--- config.mk ---
export PLATFORM = sky130hd
export DESIGN_NAME = rprsc_top
export DESIGN_NICKNAME = d
export VERILOG_FILES = /design/src/design/rprsc_pkg.sv /design/src/design/rprsc_reg_if.sv /design/src/design/rprsc_axil_slave.sv /design/src/design/rprsc_timer.sv /design/src/design/rprsc_top.sv
export SDC_FILE = /design/constraint.sdc
export NUM_CORES = 1
export LEC_CHECK = 0
export BUFFER_PORTS_ARGS = -buffer_cell sky130_fd_sc_hd__buf_2
export CAP_MARGIN = 0
export CORE_MARGIN = 8
export CORE_UTILIZATION = 49
export DETAILED_ROUTE_END_ITERATION = 6
export PLACE_DENSITY_LB_ADDON = 0.2
export SKIP_LAST_GASP = 1
export SYNTH_ARGS = -nofsm -noshare
export SYNTH_HDL_FRONTEND = slang
export SYNTH_SLANG_ARGS = --single-unit
export TNS_END_PERCENT = 50
--- constraint.sdc ---
create_clock -name aclk -period 2.5 [get_ports aclk]
set_clock_uncertainty 0.05 [all_clocks]
set_input_delay 0.125 -clock aclk [delete_from_list [all_inputs] [get_ports aclk]]
set_output_delay 0.125 -clock aclk [all_outputs]
set_load 0.02 [all_outputs]
--- src/design/rprsc_pkg.sv ---
// Shared constants of the root port reset and suspend control block.
// Assumes a 125 MHz core clock and an AXI4-Lite register bus with 8 address bits.
package rprsc_pkg;
   localparam int          ADDR_W            = 8;
   localparam logic [7:0]  PORT_SC_OFF       = 8'h00;
   localparam logic [7:0]  USB_STS_OFF       = 8'h04;

   // Port status and control fields
   localparam int          ENB_BIT           = 2;
   localparam int          RSM_BIT           = 6;
   localparam int          SPND_BIT          = 7;
   localparam int          RSTB_BIT          = 8;
   // Usb status register fields
   localparam int          HALT_BIT          = 12;

   localparam logic        RSTB_RST          = 1'b0;
   localparam logic        SPND_RST          = 1'b0;
   localparam logic        RSM_RST           = 1'b0;
   localparam logic        ENB_RST           = 1'b0;

   localparam logic [1:0]  AXI_OKAY          = 2'h0;
   localparam logic [1:0]  AXI_SLVERR        = 2'h2;

   localparam logic [1:0]  PST_DISABLED      = 2'h0;
   localparam logic [1:0]  PST_ENABLED       = 2'h1;
   localparam logic [1:0]  PST_SUSPENDED     = 2'h3;

   localparam int          CLK_PERIOD_NS     = 8;
   localparam int          RESET_TAIL_NS     = 10000;
   localparam int          RESUME_TAIL_NS    = 10000;
   localparam int          RESET_DONE_MAX_NS = 2000000;
   // Least times round up, the longest time rounds down
   localparam int          RESET_TAIL_CYC    = (RESET_TAIL_NS + CLK_PERIOD_NS - 1) / CLK_PERIOD_NS;
   localparam int          RESUME_TAIL_CYC   = (RESUME_TAIL_NS + CLK_PERIOD_NS - 1) / CLK_PERIOD_NS;
   localparam int          RESET_DONE_MAX_CYC = RESET_DONE_MAX_NS / CLK_PERIOD_NS;
   localparam int          TMR_W             = 16;

   typedef enum logic [2:0] {
      ST_DISABLED, ST_RESET, ST_RESET_END, ST_ENABLED, ST_SPND_PEND, ST_SUSPENDED, ST_RESUME_END
   } rprsc_state_t;
endpackage

--- src/design/rprsc_reg_if.sv ---
// Register access carrier between the bus slave and the port core.
// Assumes both ends run on the same clock.
`timescale 1ns/1ns
interface rprsc_reg_if;
   logic        wr_en;
   logic        wr_sel_ps;
   logic [31:0] wr_data;
   logic [3:0]  wr_strb;
   logic [31:0] rd_ps;
   logic [31:0] rd_sts;
   modport slave (output wr_en, output wr_sel_ps, output wr_data, output wr_strb, input rd_ps, input rd_sts);
   modport core  (input wr_en, input wr_sel_ps, input wr_data, input wr_strb, output rd_ps, output rd_sts);
endinterface

--- src/design/rprsc_axil_slave.sv ---
// AXI4-Lite slave for the port registers: one write and one read at a time.
// Assumes the core answers reads combinationally through the register carrier.
`timescale 1ns/1ns
module rprsc_axil_slave
   import rprsc_pkg::*;
(
   input  wire logic              aclk,
   input  wire logic              aresetn,
   input  wire logic              awvalid,
   input  wire logic [ADDR_W-1:0] awaddr,
   output logic                   awready,
   input  wire logic              wvalid,
   input  wire logic [31:0]       wdata,
   input  wire logic [3:0]        wstrb,
   output logic                   wready,
   output logic                   bvalid,
   output logic [1:0]             bresp,
   input  wire logic              bready,
   input  wire logic              arvalid,
   input  wire logic [ADDR_W-1:0] araddr,
   output logic                   arready,
   output logic                   rvalid,
   output logic [31:0]            rdata,
   output logic [1:0]             rresp,
   input  wire logic              rready,
   rprsc_reg_if.slave             regs
);
   logic              aw_held_r;
   logic              w_held_r;
   logic [ADDR_W-1:0] awaddr_r;
   logic              fire;
   logic              aw_hs;
   logic              w_hs;
   logic              ar_hs;
   logic              rvalid_nxt;

   assign aw_hs      = awvalid && awready;
   assign w_hs       = wvalid && wready;
   assign ar_hs      = arvalid && arready;
   // Response must be free before a write is applied
   assign fire       = aw_held_r && w_held_r && !bvalid;
   assign rvalid_nxt = ar_hs || (rvalid && !rready);

   assign regs.wr_en     = fire;
   assign regs.wr_sel_ps = (awaddr_r[ADDR_W-1:2] == PORT_SC_OFF[ADDR_W-1:2]);

   always_ff @(posedge aclk) begin
      if (!aresetn) begin
         aw_held_r <= 1'b0;
         awaddr_r  <= '0;
         awready   <= 1'b0;
      end else begin
         if (aw_hs) begin
            aw_held_r <= 1'b1;
            awaddr_r  <= awaddr;
         end else if (fire) begin
            aw_held_r <= 1'b0;
         end
         awready <= !(aw_held_r ? !fire : aw_hs);
      end
   end

   always_ff @(posedge aclk) begin
      if (!aresetn) begin
         w_held_r     <= 1'b0;
         regs.wr_data <= '0;
         regs.wr_strb <= '0;
         wready       <= 1'b0;
      end else begin
         if (w_hs) begin
            w_held_r     <= 1'b1;
            regs.wr_data <= wdata;
            regs.wr_strb <= wstrb;
         end else if (fire) begin
            w_held_r <= 1'b0;
         end
         wready <= !(w_held_r ? !fire : w_hs);
      end
   end

   always_ff @(posedge aclk) begin
      if (!aresetn) begin
         bvalid <= 1'b0;
         bresp  <= AXI_OKAY;
      end else if (fire) begin
         bvalid <= 1'b1;
         // Status is read-only; writes to it are accepted and dropped
         if (regs.wr_sel_ps || (awaddr_r[ADDR_W-1:2] == USB_STS_OFF[ADDR_W-1:2])) begin
            bresp <= AXI_OKAY;
         end else begin
            bresp <= AXI_SLVERR;
         end
      end else if (bready) begin
         bvalid <= 1'b0;
      end
   end

   always_ff @(posedge aclk) begin
      if (!aresetn) begin
         rvalid  <= 1'b0;
         rdata   <= '0;
         rresp   <= AXI_OKAY;
         arready <= 1'b0;
      end else begin
         rvalid  <= rvalid_nxt;
         arready <= !rvalid_nxt;
         if (ar_hs) begin
            if (araddr[ADDR_W-1:2] == PORT_SC_OFF[ADDR_W-1:2]) begin
               rdata <= regs.rd_ps;
               rresp <= AXI_OKAY;
            end else if (araddr[ADDR_W-1:2] == USB_STS_OFF[ADDR_W-1:2]) begin
               rdata <= regs.rd_sts;
               rresp <= AXI_OKAY;
            end else begin
               rdata <= '0;
               rresp <= AXI_SLVERR;
            end
         end
      end
   end
endmodule // rprsc_axil_slave

--- src/design/rprsc_timer.sv ---
// Down counter for the reset and resume tails.
// Assumes load is a one-cycle request; done is high in the last counted cycle.
`timescale 1ns/1ns
module rprsc_timer
   import rprsc_pkg::*;
(
   input  wire logic             aclk,
   input  wire logic             aresetn,
   input  wire logic             load,
   input  wire logic [TMR_W-1:0] load_val,
   output logic                  done
);
   logic [TMR_W-1:0] cnt_r;
   logic             busy_r;

   always_ff @(posedge aclk) begin
      if (!aresetn) begin
         cnt_r  <= '0;
         busy_r <= 1'b0;
      end else if (load) begin
         cnt_r  <= load_val - TMR_W'(1);
         busy_r <= 1'b1;
      end else if (busy_r) begin
         if (cnt_r == '0) begin
            busy_r <= 1'b0;
         end else begin
            cnt_r <= cnt_r - TMR_W'(1);
         end
      end
   end

   assign done = busy_r && (cnt_r == '0);
endmodule // rprsc_timer

--- src/design/rprsc_top.sv ---
// Root hub port reset and suspend control, with its AXI4-Lite register slave.
// Assumes the scheduler's txn_active and the halted flag are on aclk; PHY status pins are asynchronous.
// Functional notes
// - Reset bit shows in-reset, zero after reset
// - Setting reset bit starts bus reset
// - Reset bit reads one until reset finishes
// - High-speed device enables port after reset
// - Reset ends within two milliseconds of clear
// - Reset may stay asserted while halted
// - Suspend resets zero; enabled/suspend give state
// - Suspended port passes no downstream data
// - Running transaction finishes before suspend blocks
// - Suspend bit set only once truly suspended
// - Suspended port watches for resume signalling
// - Software writes of zero to suspend ignored
// - Resume clear or reset set clears suspend
//
// Our own choices: the address map and register access over AXI4-Lite.
`timescale 1ns/1ns
module rprsc_top
   import rprsc_pkg::*;
#(
   parameter int RESET_DONE_MAX = RESET_DONE_MAX_CYC
) (
   input  wire logic              aclk,
   input  wire logic              aresetn,
   input  wire logic              s_axi_awvalid,
   input  wire logic [ADDR_W-1:0] s_axi_awaddr,
   output logic                   s_axi_awready,
   input  wire logic              s_axi_wvalid,
   input  wire logic [31:0]       s_axi_wdata,
   input  wire logic [3:0]        s_axi_wstrb,
   output logic                   s_axi_wready,
   output logic                   s_axi_bvalid,
   output logic [1:0]             s_axi_bresp,
   input  wire logic              s_axi_bready,
   input  wire logic              s_axi_arvalid,
   input  wire logic [ADDR_W-1:0] s_axi_araddr,
   output logic                   s_axi_arready,
   output logic                   s_axi_rvalid,
   output logic [31:0]            s_axi_rdata,
   output logic [1:0]             s_axi_rresp,
   input  wire logic              s_axi_rready,
   input  wire logic              controller_halted_flag,
   input  wire logic              txn_active,
   input  wire logic              hs_detect_pin,
   input  wire logic              resume_k_pin,
   output logic                   bus_reset_drive_r,
   output logic                   resume_drive_r,
   output logic                   port_tx_allow_r,
   output logic [1:0]             port_state_r
);
   rprsc_reg_if rif ();

   rprsc_axil_slave u_slave (
      .aclk    (aclk),
      .aresetn (aresetn),
      .awvalid (s_axi_awvalid),
      .awaddr  (s_axi_awaddr),
      .awready (s_axi_awready),
      .wvalid  (s_axi_wvalid),
      .wdata   (s_axi_wdata),
      .wstrb   (s_axi_wstrb),
      .wready  (s_axi_wready),
      .bvalid  (s_axi_bvalid),
      .bresp   (s_axi_bresp),
      .bready  (s_axi_bready),
      .arvalid (s_axi_arvalid),
      .araddr  (s_axi_araddr),
      .arready (s_axi_arready),
      .rvalid  (s_axi_rvalid),
      .rdata   (s_axi_rdata),
      .rresp   (s_axi_rresp),
      .rready  (s_axi_rready),
      .regs    (rif)
   );

   rprsc_state_t     state_r;
   rprsc_state_t     state_nxt;
   logic             rstb_r;
   logic             rstb_nxt;
   logic             spnd_r;
   logic             spnd_nxt;
   logic             rsm_r;
   logic             rsm_nxt;
   logic             enb_r;
   logic             enb_nxt;
   logic             pend_r;
   logic             pend_nxt;
   logic             hs_seen_r;
   logic [1:0]       sync1_r;
   logic [1:0]       sync2_r;
   logic             hs_sync;
   logic             resume_sync;
   logic             tmr_load;
   logic             tmr_done;
   logic [TMR_W-1:0] tmr_val;
   logic             lane0;
   logic             lane1;
   logic             sw_rstb_set;
   logic             sw_rstb_clr;
   logic             sw_spnd_set;
   logic             sw_rsm_set;
   logic             sw_rsm_clr;
   logic             sw_enb_clr;

   // Asynchronous PHY status: second stage is the only reader of the first
   always_ff @(posedge aclk) begin
      if (!aresetn) begin
         sync1_r <= 2'h0;
         sync2_r <= 2'h0;
      end else begin
         sync1_r <= {resume_k_pin, hs_detect_pin};
         sync2_r <= sync1_r;
      end
   end
   assign hs_sync     = sync2_r[0];
   assign resume_sync = sync2_r[1];

   // Field writes only count when their byte lane is strobed
   assign lane0       = rif.wr_en && rif.wr_sel_ps && rif.wr_strb[0];
   assign lane1       = rif.wr_en && rif.wr_sel_ps && rif.wr_strb[1];
   assign sw_rstb_set = lane1 && rif.wr_data[RSTB_BIT] && !rstb_r;
   assign sw_rstb_clr = lane1 && !rif.wr_data[RSTB_BIT] && rstb_r;
   assign sw_spnd_set = lane0 && rif.wr_data[SPND_BIT] && !spnd_r;
   assign sw_rsm_set  = lane0 && rif.wr_data[RSM_BIT] && !rsm_r;
   assign sw_rsm_clr  = lane0 && !rif.wr_data[RSM_BIT] && rsm_r;
   // Enabled bit can only be cleared by software, never set
   assign sw_enb_clr  = lane0 && !rif.wr_data[ENB_BIT];

   assign tmr_val = (state_r == ST_SUSPENDED) ? TMR_W'(RESUME_TAIL_CYC) : TMR_W'(RESET_TAIL_CYC);

   rprsc_timer u_timer (
      .aclk     (aclk),
      .aresetn  (aresetn),
      .load     (tmr_load),
      .load_val (tmr_val),
      .done     (tmr_done)
   );

   always_comb begin
      state_nxt = state_r;
      rstb_nxt  = rstb_r;
      enb_nxt   = enb_r;
      spnd_nxt  = spnd_r;
      rsm_nxt   = rsm_r;
      pend_nxt  = pend_r;
      tmr_load  = 1'b0;
      if (sw_rstb_set) begin
         state_nxt = ST_RESET;
         rstb_nxt  = 1'b1;
         enb_nxt   = 1'b0;
         spnd_nxt  = 1'b0;
         rsm_nxt   = 1'b0;
         pend_nxt  = 1'b0;
      end else begin
         case (state_r)
            ST_RESET: begin
               if (sw_rstb_clr) begin
                  pend_nxt = 1'b1;
               end
               // A halted controller keeps the port in reset until it runs again
               if ((pend_r || sw_rstb_clr) && !controller_halted_flag) begin
                  state_nxt = ST_RESET_END;
                  tmr_load  = 1'b1;
                  pend_nxt  = 1'b0;
               end
            end
            ST_RESET_END: begin
               if (tmr_done) begin
                  rstb_nxt  = 1'b0;
                  enb_nxt   = hs_seen_r;
                  state_nxt = hs_seen_r ? ST_ENABLED : ST_DISABLED;
               end
            end
            ST_ENABLED: begin
               if (sw_enb_clr) begin
                  enb_nxt   = 1'b0;
                  state_nxt = ST_DISABLED;
               end else if (sw_spnd_set) begin
                  if (txn_active) begin
                     state_nxt = ST_SPND_PEND;
                  end else begin
                     state_nxt = ST_SUSPENDED;
                     spnd_nxt  = 1'b1;
                  end
               end
            end
            ST_SPND_PEND: begin
               if (sw_enb_clr) begin
                  enb_nxt   = 1'b0;
                  state_nxt = ST_DISABLED;
               end else if (!txn_active) begin
                  state_nxt = ST_SUSPENDED;
                  spnd_nxt  = 1'b1;
               end
            end
            ST_SUSPENDED: begin
               if (sw_enb_clr) begin
                  enb_nxt   = 1'b0;
                  spnd_nxt  = 1'b0;
                  rsm_nxt   = 1'b0;
                  state_nxt = ST_DISABLED;
               end else if (sw_rsm_clr) begin
                  spnd_nxt  = 1'b0;
                  state_nxt = ST_RESUME_END;
                  tmr_load  = 1'b1;
               end else if (!rsm_r && (sw_rsm_set || resume_sync)) begin
                  rsm_nxt = 1'b1;
               end
            end
            ST_RESUME_END: begin
               if (tmr_done) begin
                  rsm_nxt   = 1'b0;
                  state_nxt = ST_ENABLED;
               end
            end
            default: begin
               state_nxt = state_r;
            end
         endcase
      end
   end

   // Suspend is never cleared by a software zero, only by the paths above
   always_ff @(posedge aclk) begin
      if (!aresetn) begin
         state_r <= ST_DISABLED;
         rstb_r  <= RSTB_RST;
         spnd_r  <= SPND_RST;
         rsm_r   <= RSM_RST;
         enb_r   <= ENB_RST;
         pend_r  <= 1'b0;
      end else begin
         state_r <= state_nxt;
         rstb_r  <= rstb_nxt;
         spnd_r  <= spnd_nxt;
         rsm_r   <= rsm_nxt;
         enb_r   <= enb_nxt;
         pend_r  <= pend_nxt;
      end
   end

   always_ff @(posedge aclk) begin
      if (!aresetn) begin
         hs_seen_r <= 1'b0;
      end else if (sw_rstb_set) begin
         hs_seen_r <= 1'b0;
      end else if ((state_r == ST_RESET) && hs_sync) begin
         hs_seen_r <= 1'b1;
      end
   end

   // Port reset and resume signalling are the only things a suspended port still sends
   always_ff @(posedge aclk) begin
      if (!aresetn) begin
         bus_reset_drive_r <= 1'b0;
         resume_drive_r    <= 1'b0;
         port_tx_allow_r   <= 1'b0;
         port_state_r      <= PST_DISABLED;
      end else begin
         bus_reset_drive_r <= (state_nxt == ST_RESET);
         resume_drive_r    <= (state_nxt == ST_SUSPENDED) && rsm_nxt;
         port_tx_allow_r   <= (state_nxt == ST_ENABLED) || (state_nxt == ST_SPND_PEND);
         port_state_r      <= !enb_nxt ? PST_DISABLED : (spnd_nxt ? PST_SUSPENDED : PST_ENABLED);
      end
   end

   always_comb begin
      rif.rd_ps           = 32'h0000_0000;
      rif.rd_ps[RSTB_BIT] = rstb_r;
      rif.rd_ps[SPND_BIT] = spnd_r;
      rif.rd_ps[RSM_BIT]  = rsm_r;
      rif.rd_ps[ENB_BIT]  = enb_r;
      rif.rd_sts          = 32'h0000_0000;
      rif.rd_sts[HALT_BIT] = controller_halted_flag;
   end

   // Helper: cycles spent finishing a reset after software cleared it
   logic [31:0] end_wait_r;
   always_ff @(posedge aclk) begin
      if (!aresetn) begin
         end_wait_r <= 32'h0000_0000;
      end else if (state_r == ST_RESET_END) begin
         end_wait_r <= end_wait_r + 32'h0000_0001;
      end else begin
         end_wait_r <= 32'h0000_0000;
      end
   end
endmodule // rprsc_top

==> impl_results.html <==
<table>
<tr><th>Metric</th><th>Value</th></tr>
<tr><th colspan="2">Status</th></tr>
<tr><td>Result of the run</td><td>finished, final reports clean</td></tr>
<tr><th colspan="2">Die</th></tr>
<tr><td>Core Box Area</td><td>5820 sq um</td></tr>
<tr><td>Die Width</td><td>93.0 um</td></tr>
<tr><td>DIE AREA</td><td>approximately 8600 sq um</td></tr>
<tr><td>Num rows</td><td>28</td></tr>
<tr><td>Initial Util</td><td>0.499</td></tr>
<tr><td>Top-Level Pins</td><td>109</td></tr>
<tr><td>Die Height</td><td>between 90 and 100 um</td></tr>
<tr><th colspan="2">Placed design</th></tr>
<tr><td>Gp weighted congestion</td><td>0.837</td></tr>
<tr><td>Post-Place Worst Slack</td><td>about 0.091 ns</td></tr>
<tr><td>Half-perimeter wire length after placement</td><td>4980 um</td></tr>
<tr><td>Number of buffers added on ports</td><td>45</td></tr>
<tr><th colspan="2">Synthesis</th></tr>
<tr><td>Cell area after synthesis</td><td>2900 sq um</td></tr>
<tr><td>Number of register bits inferred by synthesis</td><td>61</td></tr>
<tr><td>Share of synthesized area occupied by flip-flops and latches</td><td>0.421</td></tr>
<tr><td>Number of cells produced by synthesis</td><td>344</td></tr>
<tr><td>Fraction of registers with async set/reset</td><td>0</td></tr>
<tr><td>Number of warnings reported in the yosys synthesis log</td><td>0</td></tr>
<tr><td>Netlist cell types</td><td>53</td></tr>
<tr><td>Most used flip-flop cell after synthesis</td><td>sky130_fd_sc_hd__dfxtp_1</td></tr>
<tr><td>Cell types occupying the most area after synthesis</td><td>sky130_fd_sc_hd__dfxtp_1 (42%), sky130_fd_sc_hd__buf_4 (7.5%), sky130_fd_sc_hd__a21oi_1 (6.7%)</td></tr>
<tr><td>Post-synth EDFFs</td><td>0</td></tr>
<tr><td>Area share of the leading cell type in the synthesized netlist</td><td>0.421</td></tr>
<tr><td>Library cell with the largest summed area after synthesis</td><td>sky130_fd_sc_hd__dfxtp_1</td></tr>
<tr><td>Avg Synthesized Cell Area</td><td>8.43 sq um</td></tr>
<tr><th colspan="2">Timing</th></tr>
<tr><td>Worst max-slew margin expressed relative to the limit</td><td>0.568</td></tr>
<tr><td>RSZ-0062 raised after global routing</td><td>false</td></tr>
<tr><td>Worst slew pin tran</td><td>~0.64 ns</td></tr>
<tr><td>Number of hold violations in the final report</td><td>0</td></tr>
<tr><td>Final cycle utilization of the critical path</td><td>0.955</td></tr>
<tr><td>Max Clk Rate</td><td>419 MHz</td></tr>
<tr><td>Worst path setup slack after routing</td><td>0.112 ns</td></tr>
<tr><td>Final critical delay including setup and external delays</td><td>2.39 ns</td></tr>
<tr><td>Accumulated negative setup slack</td><td>0 ns</td></tr>
<tr><td>Final hold slack</td><td>0.0175 ns</td></tr>
<tr><td>Count of pins over their slew limit</td><td>0</td></tr>
<tr><td>Total setup violations reported at the end of the flow</td><td>0</td></tr>
<tr><th colspan="2">Power and ir drop</th></tr>
<tr><td>Power per cell area</td><td>740 nW/um^2</td></tr>
<tr><td>Leakage component of the power</td><td>1.41 nW</td></tr>
<tr><td>Maximum resistive drop on vdd</td><td>409 uV</td></tr>
<tr><th colspan="2">Finish</th></tr>
<tr><td>Layout fillers</td><td>549</td></tr>
<tr><td>Post-synthesis to final-layout area growth</td><td>20.4%</td></tr>
<tr><td>Layout cell share with drive strength beyond 1</td><td>0.192</td></tr>
<tr><td>Diode count</td><td>0</td></tr>
<tr><td>Net count, final</td><td>477</td></tr>
<tr><th colspan="2">Global routing</th></tr>
<tr><td>Global router's overall resource usage</td><td>0.159</td></tr>
<tr><td>Via count of the first global-routing pass</td><td>2,527</td></tr>
<tr><td>Overflow left after global routing</td><td>0</td></tr>
<tr><td>Pin count of the biggest net entering global routing</td><td>26</td></tr>
<tr><td>First-pass GRT wire length</td><td>approximately 11,000 um</td></tr>
<tr><td>Initial antenna violation count</td><td>0</td></tr>
<tr><th colspan="2">CTS</th></tr>
<tr><td>Clock root buffer</td><td>sky130_fd_sc_hd__clkbuf_8</td></tr>
<tr><td>Clock tree from TritonCTS</td><td>yes</td></tr>
<tr><td>CTS Sinks</td><td>61</td></tr>
<tr><td>Register clock-pin slew on the reported worst setup and hold paths</td><td>0.07 ns</td></tr>
<tr><td>Latest clock arrival within the worst-skew pair</td><td>0.33 ns</td></tr>
<tr><td>Number of buffers added by the clock tree synthesis step</td><td>9</td></tr>
<tr><td>Maximum number of buffers from clock root to sink</td><td>2</td></tr>
<tr><td># H-tree levels</td><td>3</td></tr>
<tr><th colspan="2">Worst setup path</th></tr>
<tr><td>Required time worst endpoint</td><td>2.73 ns</td></tr>
<tr><td>Worst EP arrival</td><td>2.62 ns</td></tr>
<tr><td>Biggest fanout along the worst timing path</td><td>5</td></tr>
<tr><td>Standard cell with the maximum stage delay on the critical path</td><td>sky130_fd_sc_hd__or4_4</td></tr>
<tr><td>Delay of the slowest critical-path stage</td><td>~0.53 ns</td></tr>
<tr><td>CP startpoint kind</td><td>register</td></tr>
<tr><td>Worst path cell trace</td><td>or4_4 -&gt; and4bb_4 -&gt; nand3_4 -&gt; or4b_4 -&gt; a211oi_4 -&gt; o211a_1</td></tr>
<tr><td>Top Family by Delay on Critical Path</td><td>simple AND/OR/NAND/NOR gates</td></tr>
<tr><td>CP Capture Type</td><td>register</td></tr>
<tr><td>Buffers &amp; Inverters on Critical Path</td><td>0</td></tr>
<tr><td>Classification of the worst setup path</td><td>reg2reg</td></tr>
<tr><th colspan="2">Detailed routing</th></tr>
<tr><td>Average vias per placed instance</td><td>5.21</td></tr>
<tr><td>Post-detailed-route DRC marker count</td><td>0</td></tr>
<tr><td>Met3 wire length</td><td>392 um</td></tr>
<tr><td>Detail-routed net length per standard cell</td><td>13.6 um</td></tr>
<tr><td>Post-route met1 wirelength</td><td>3000 um</td></tr>
<tr><td>Routed wire length</td><td>6660 um</td></tr>
<tr><td>Drt first pass iters</td><td>4</td></tr>
<tr><td>1st-iter DRT viols</td><td>116</td></tr>
<tr><td>Total length of routed met2 wires</td><td>3160 um</td></tr>
<tr><td>Antenna violation net count after detailed routing</td><td>0</td></tr>
<tr><td>Count of vias placed by the detailed router</td><td>~2,600</td></tr>
<tr><td>Top layer in use</td><td>met4</td></tr>
<tr><th colspan="2">Job</th></tr>
<tr><td>Max capacitance violation total</td><td>0</td></tr>
<tr><th colspan="2">Hold path</th></tr>
<tr><td>Worst min path class</td><td>in2reg</td></tr>
</table>
worst paths after layout:
kind	startpoint	to	slack [ns]	cells past startpoint
max	u_timer.cnt_r[12]	port_state_r[1]	0.11	6
min reg2reg	sync1_r[0]	sync2_r[0]	0.39	1
max reg2reg	u_timer.cnt_r[12]	port_state_r[1]	0.11	6
min	s_axi_awaddr[2]	u_slave.awaddr_r[2]	0.02	3
flip-flops by register name, summed over array words and instances (netlist names), 2 cells and up:
name and flops:
state_r 3, u_slave.regs.wr_strb 2, u_timer.cnt_r 16, u_slave.regs.wr_data 4, sync2_r 2, u_slave.rdata 5, port_state_r 2, sync1_r 2
u_slave.awaddr_r 6
synthesized netlist by cell type, types with 7 or more instances:
master	count
sky130_fd_sc_hd__nand2_1	24
sky130_fd_sc_hd__buf_4	29
sky130_fd_sc_hd__xor2_1	7
sky130_fd_sc_hd__inv_1	12
sky130_fd_sc_hd__nand3_1	17
sky130_fd_sc_hd__clkbuf_1	10
sky130_fd_sc_hd__dfxtp_1	61
sky130_fd_sc_hd__nand2b_1	7
sky130_fd_sc_hd__nand4_1	8
sky130_fd_sc_hd__nor2_1	28
sky130_fd_sc_hd__a21oi_1	39
sky130_fd_sc_hd__nor3_1	13
sky130_fd_sc_hd__o21ai_0	11
sky130_fd_sc_hd__nor4_1	8
timing repair:
action | CTS | global route
hold buffers | 12 | 0
hold endpoints to repair | 12 | 0
buffers inserted | 0 | 0
setup endpoints to repair | 0 | 1
resized for setup | 0 | 1
through the flow:
step	total power (W)	instance area, sq um	util	std cells
floorplan	0.00151	3010	-	372
global placement	0.00162	3150	0.542	464
CTS	0.00259	3490	0.599	491
global route	0.00271	3490	0.601	491
detailed placement	0.00163	3150	0.542	464
finish	0.00259	3490	0.601	491
cells by family after synthesis:
kind of cell	share of synthesized area
buffers and inverters	0.105
adders and majority gates	0.00862
xor gates and xnor gates	0.0332
and+or+nand+nor	0.270
DFF	0.421
other	0.00129
AOI/OAI and AO/OA	0.161
tightest hold or removal path: stages:
cell and delay [ns]:
sky130_fd_sc_hd__buf_2 0.10, sky130_fd_sc_hd__nand3_1 0.07, sky130_fd_sc_hd__a21oi_1 0.06
cell usage in the layout (no fill, tap or decap), types with 2 or more instances in the layout:
cell,count
sky130_fd_sc_hd__a211oi_1,4
sky130_fd_sc_hd__a21oi_1,39
sky130_fd_sc_hd__a22oi_1,4
sky130_fd_sc_hd__a31oi_1,4
sky130_fd_sc_hd__and2_1,5
sky130_fd_sc_hd__buf_2,45
sky130_fd_sc_hd__buf_4,11
sky130_fd_sc_hd__bufinv_16,2
sky130_fd_sc_hd__clkbuf_8,10
sky130_fd_sc_hd__clkinv_2,3
sky130_fd_sc_hd__conb_1,29
sky130_fd_sc_hd__dfxtp_1,61
sky130_fd_sc_hd__dlygate4sd3_1,12
sky130_fd_sc_hd__ha_1,2
sky130_fd_sc_hd__inv_1,12
sky130_fd_sc_hd__nand2_1,24
sky130_fd_sc_hd__nand2b_1,7
sky130_fd_sc_hd__nand3_1,17
sky130_fd_sc_hd__nand3b_1,3
sky130_fd_sc_hd__nand4_1,8
sky130_fd_sc_hd__nor2_1,28
sky130_fd_sc_hd__nor2b_1,3
sky130_fd_sc_hd__nor3_1,13
sky130_fd_sc_hd__nor3b_1,3
sky130_fd_sc_hd__nor4_1,8
sky130_fd_sc_hd__o21ai_0,11
sky130_fd_sc_hd__o31a_1,2
sky130_fd_sc_hd__o31ai_1,4
sky130_fd_sc_hd__or3_1,5
sky130_fd_sc_hd__xnor2_1,4
sky130_fd_sc_hd__xor2_1,7
cell type report:
| type | instances | area, sq um | area share |
|---|---|---|---|
| Tap cell | 75 | 93.8 | 0.0269 |
| Clock inverter | 5 | 75.1 | 0.0215 |
| Inverter | 13 | 48.8 | 0.0140 |
| Clock buffer | 10 | 138 | 0.0394 |
| Timing Repair Buffer | 68 | 428 | 0.122 |
| Multi-Input combinational cell | 259 | 1490 | 0.426 |
| Sequential cell | 61 | 1220 | 0.350 |
report_power, final:
group / internal, W / switching (W) / leakage, nW
logic: 0.000220 / 0.000304 / 0.806
clock network: 0.000577 / 0.000372 / 0.112
registers: 0.00103 / 0.0000809 / 0.496
routing by layer:
metal | GRT usage | up-vias
met3 | 0.0437 | 10
met1 | 0.187 | 1185
met2 | 0.263 | 62
li1 | - | 1302
met5 | 0 | -
met4 | 0.0725 | 0
No activity file was read; power rests on OpenSTA's default activity.
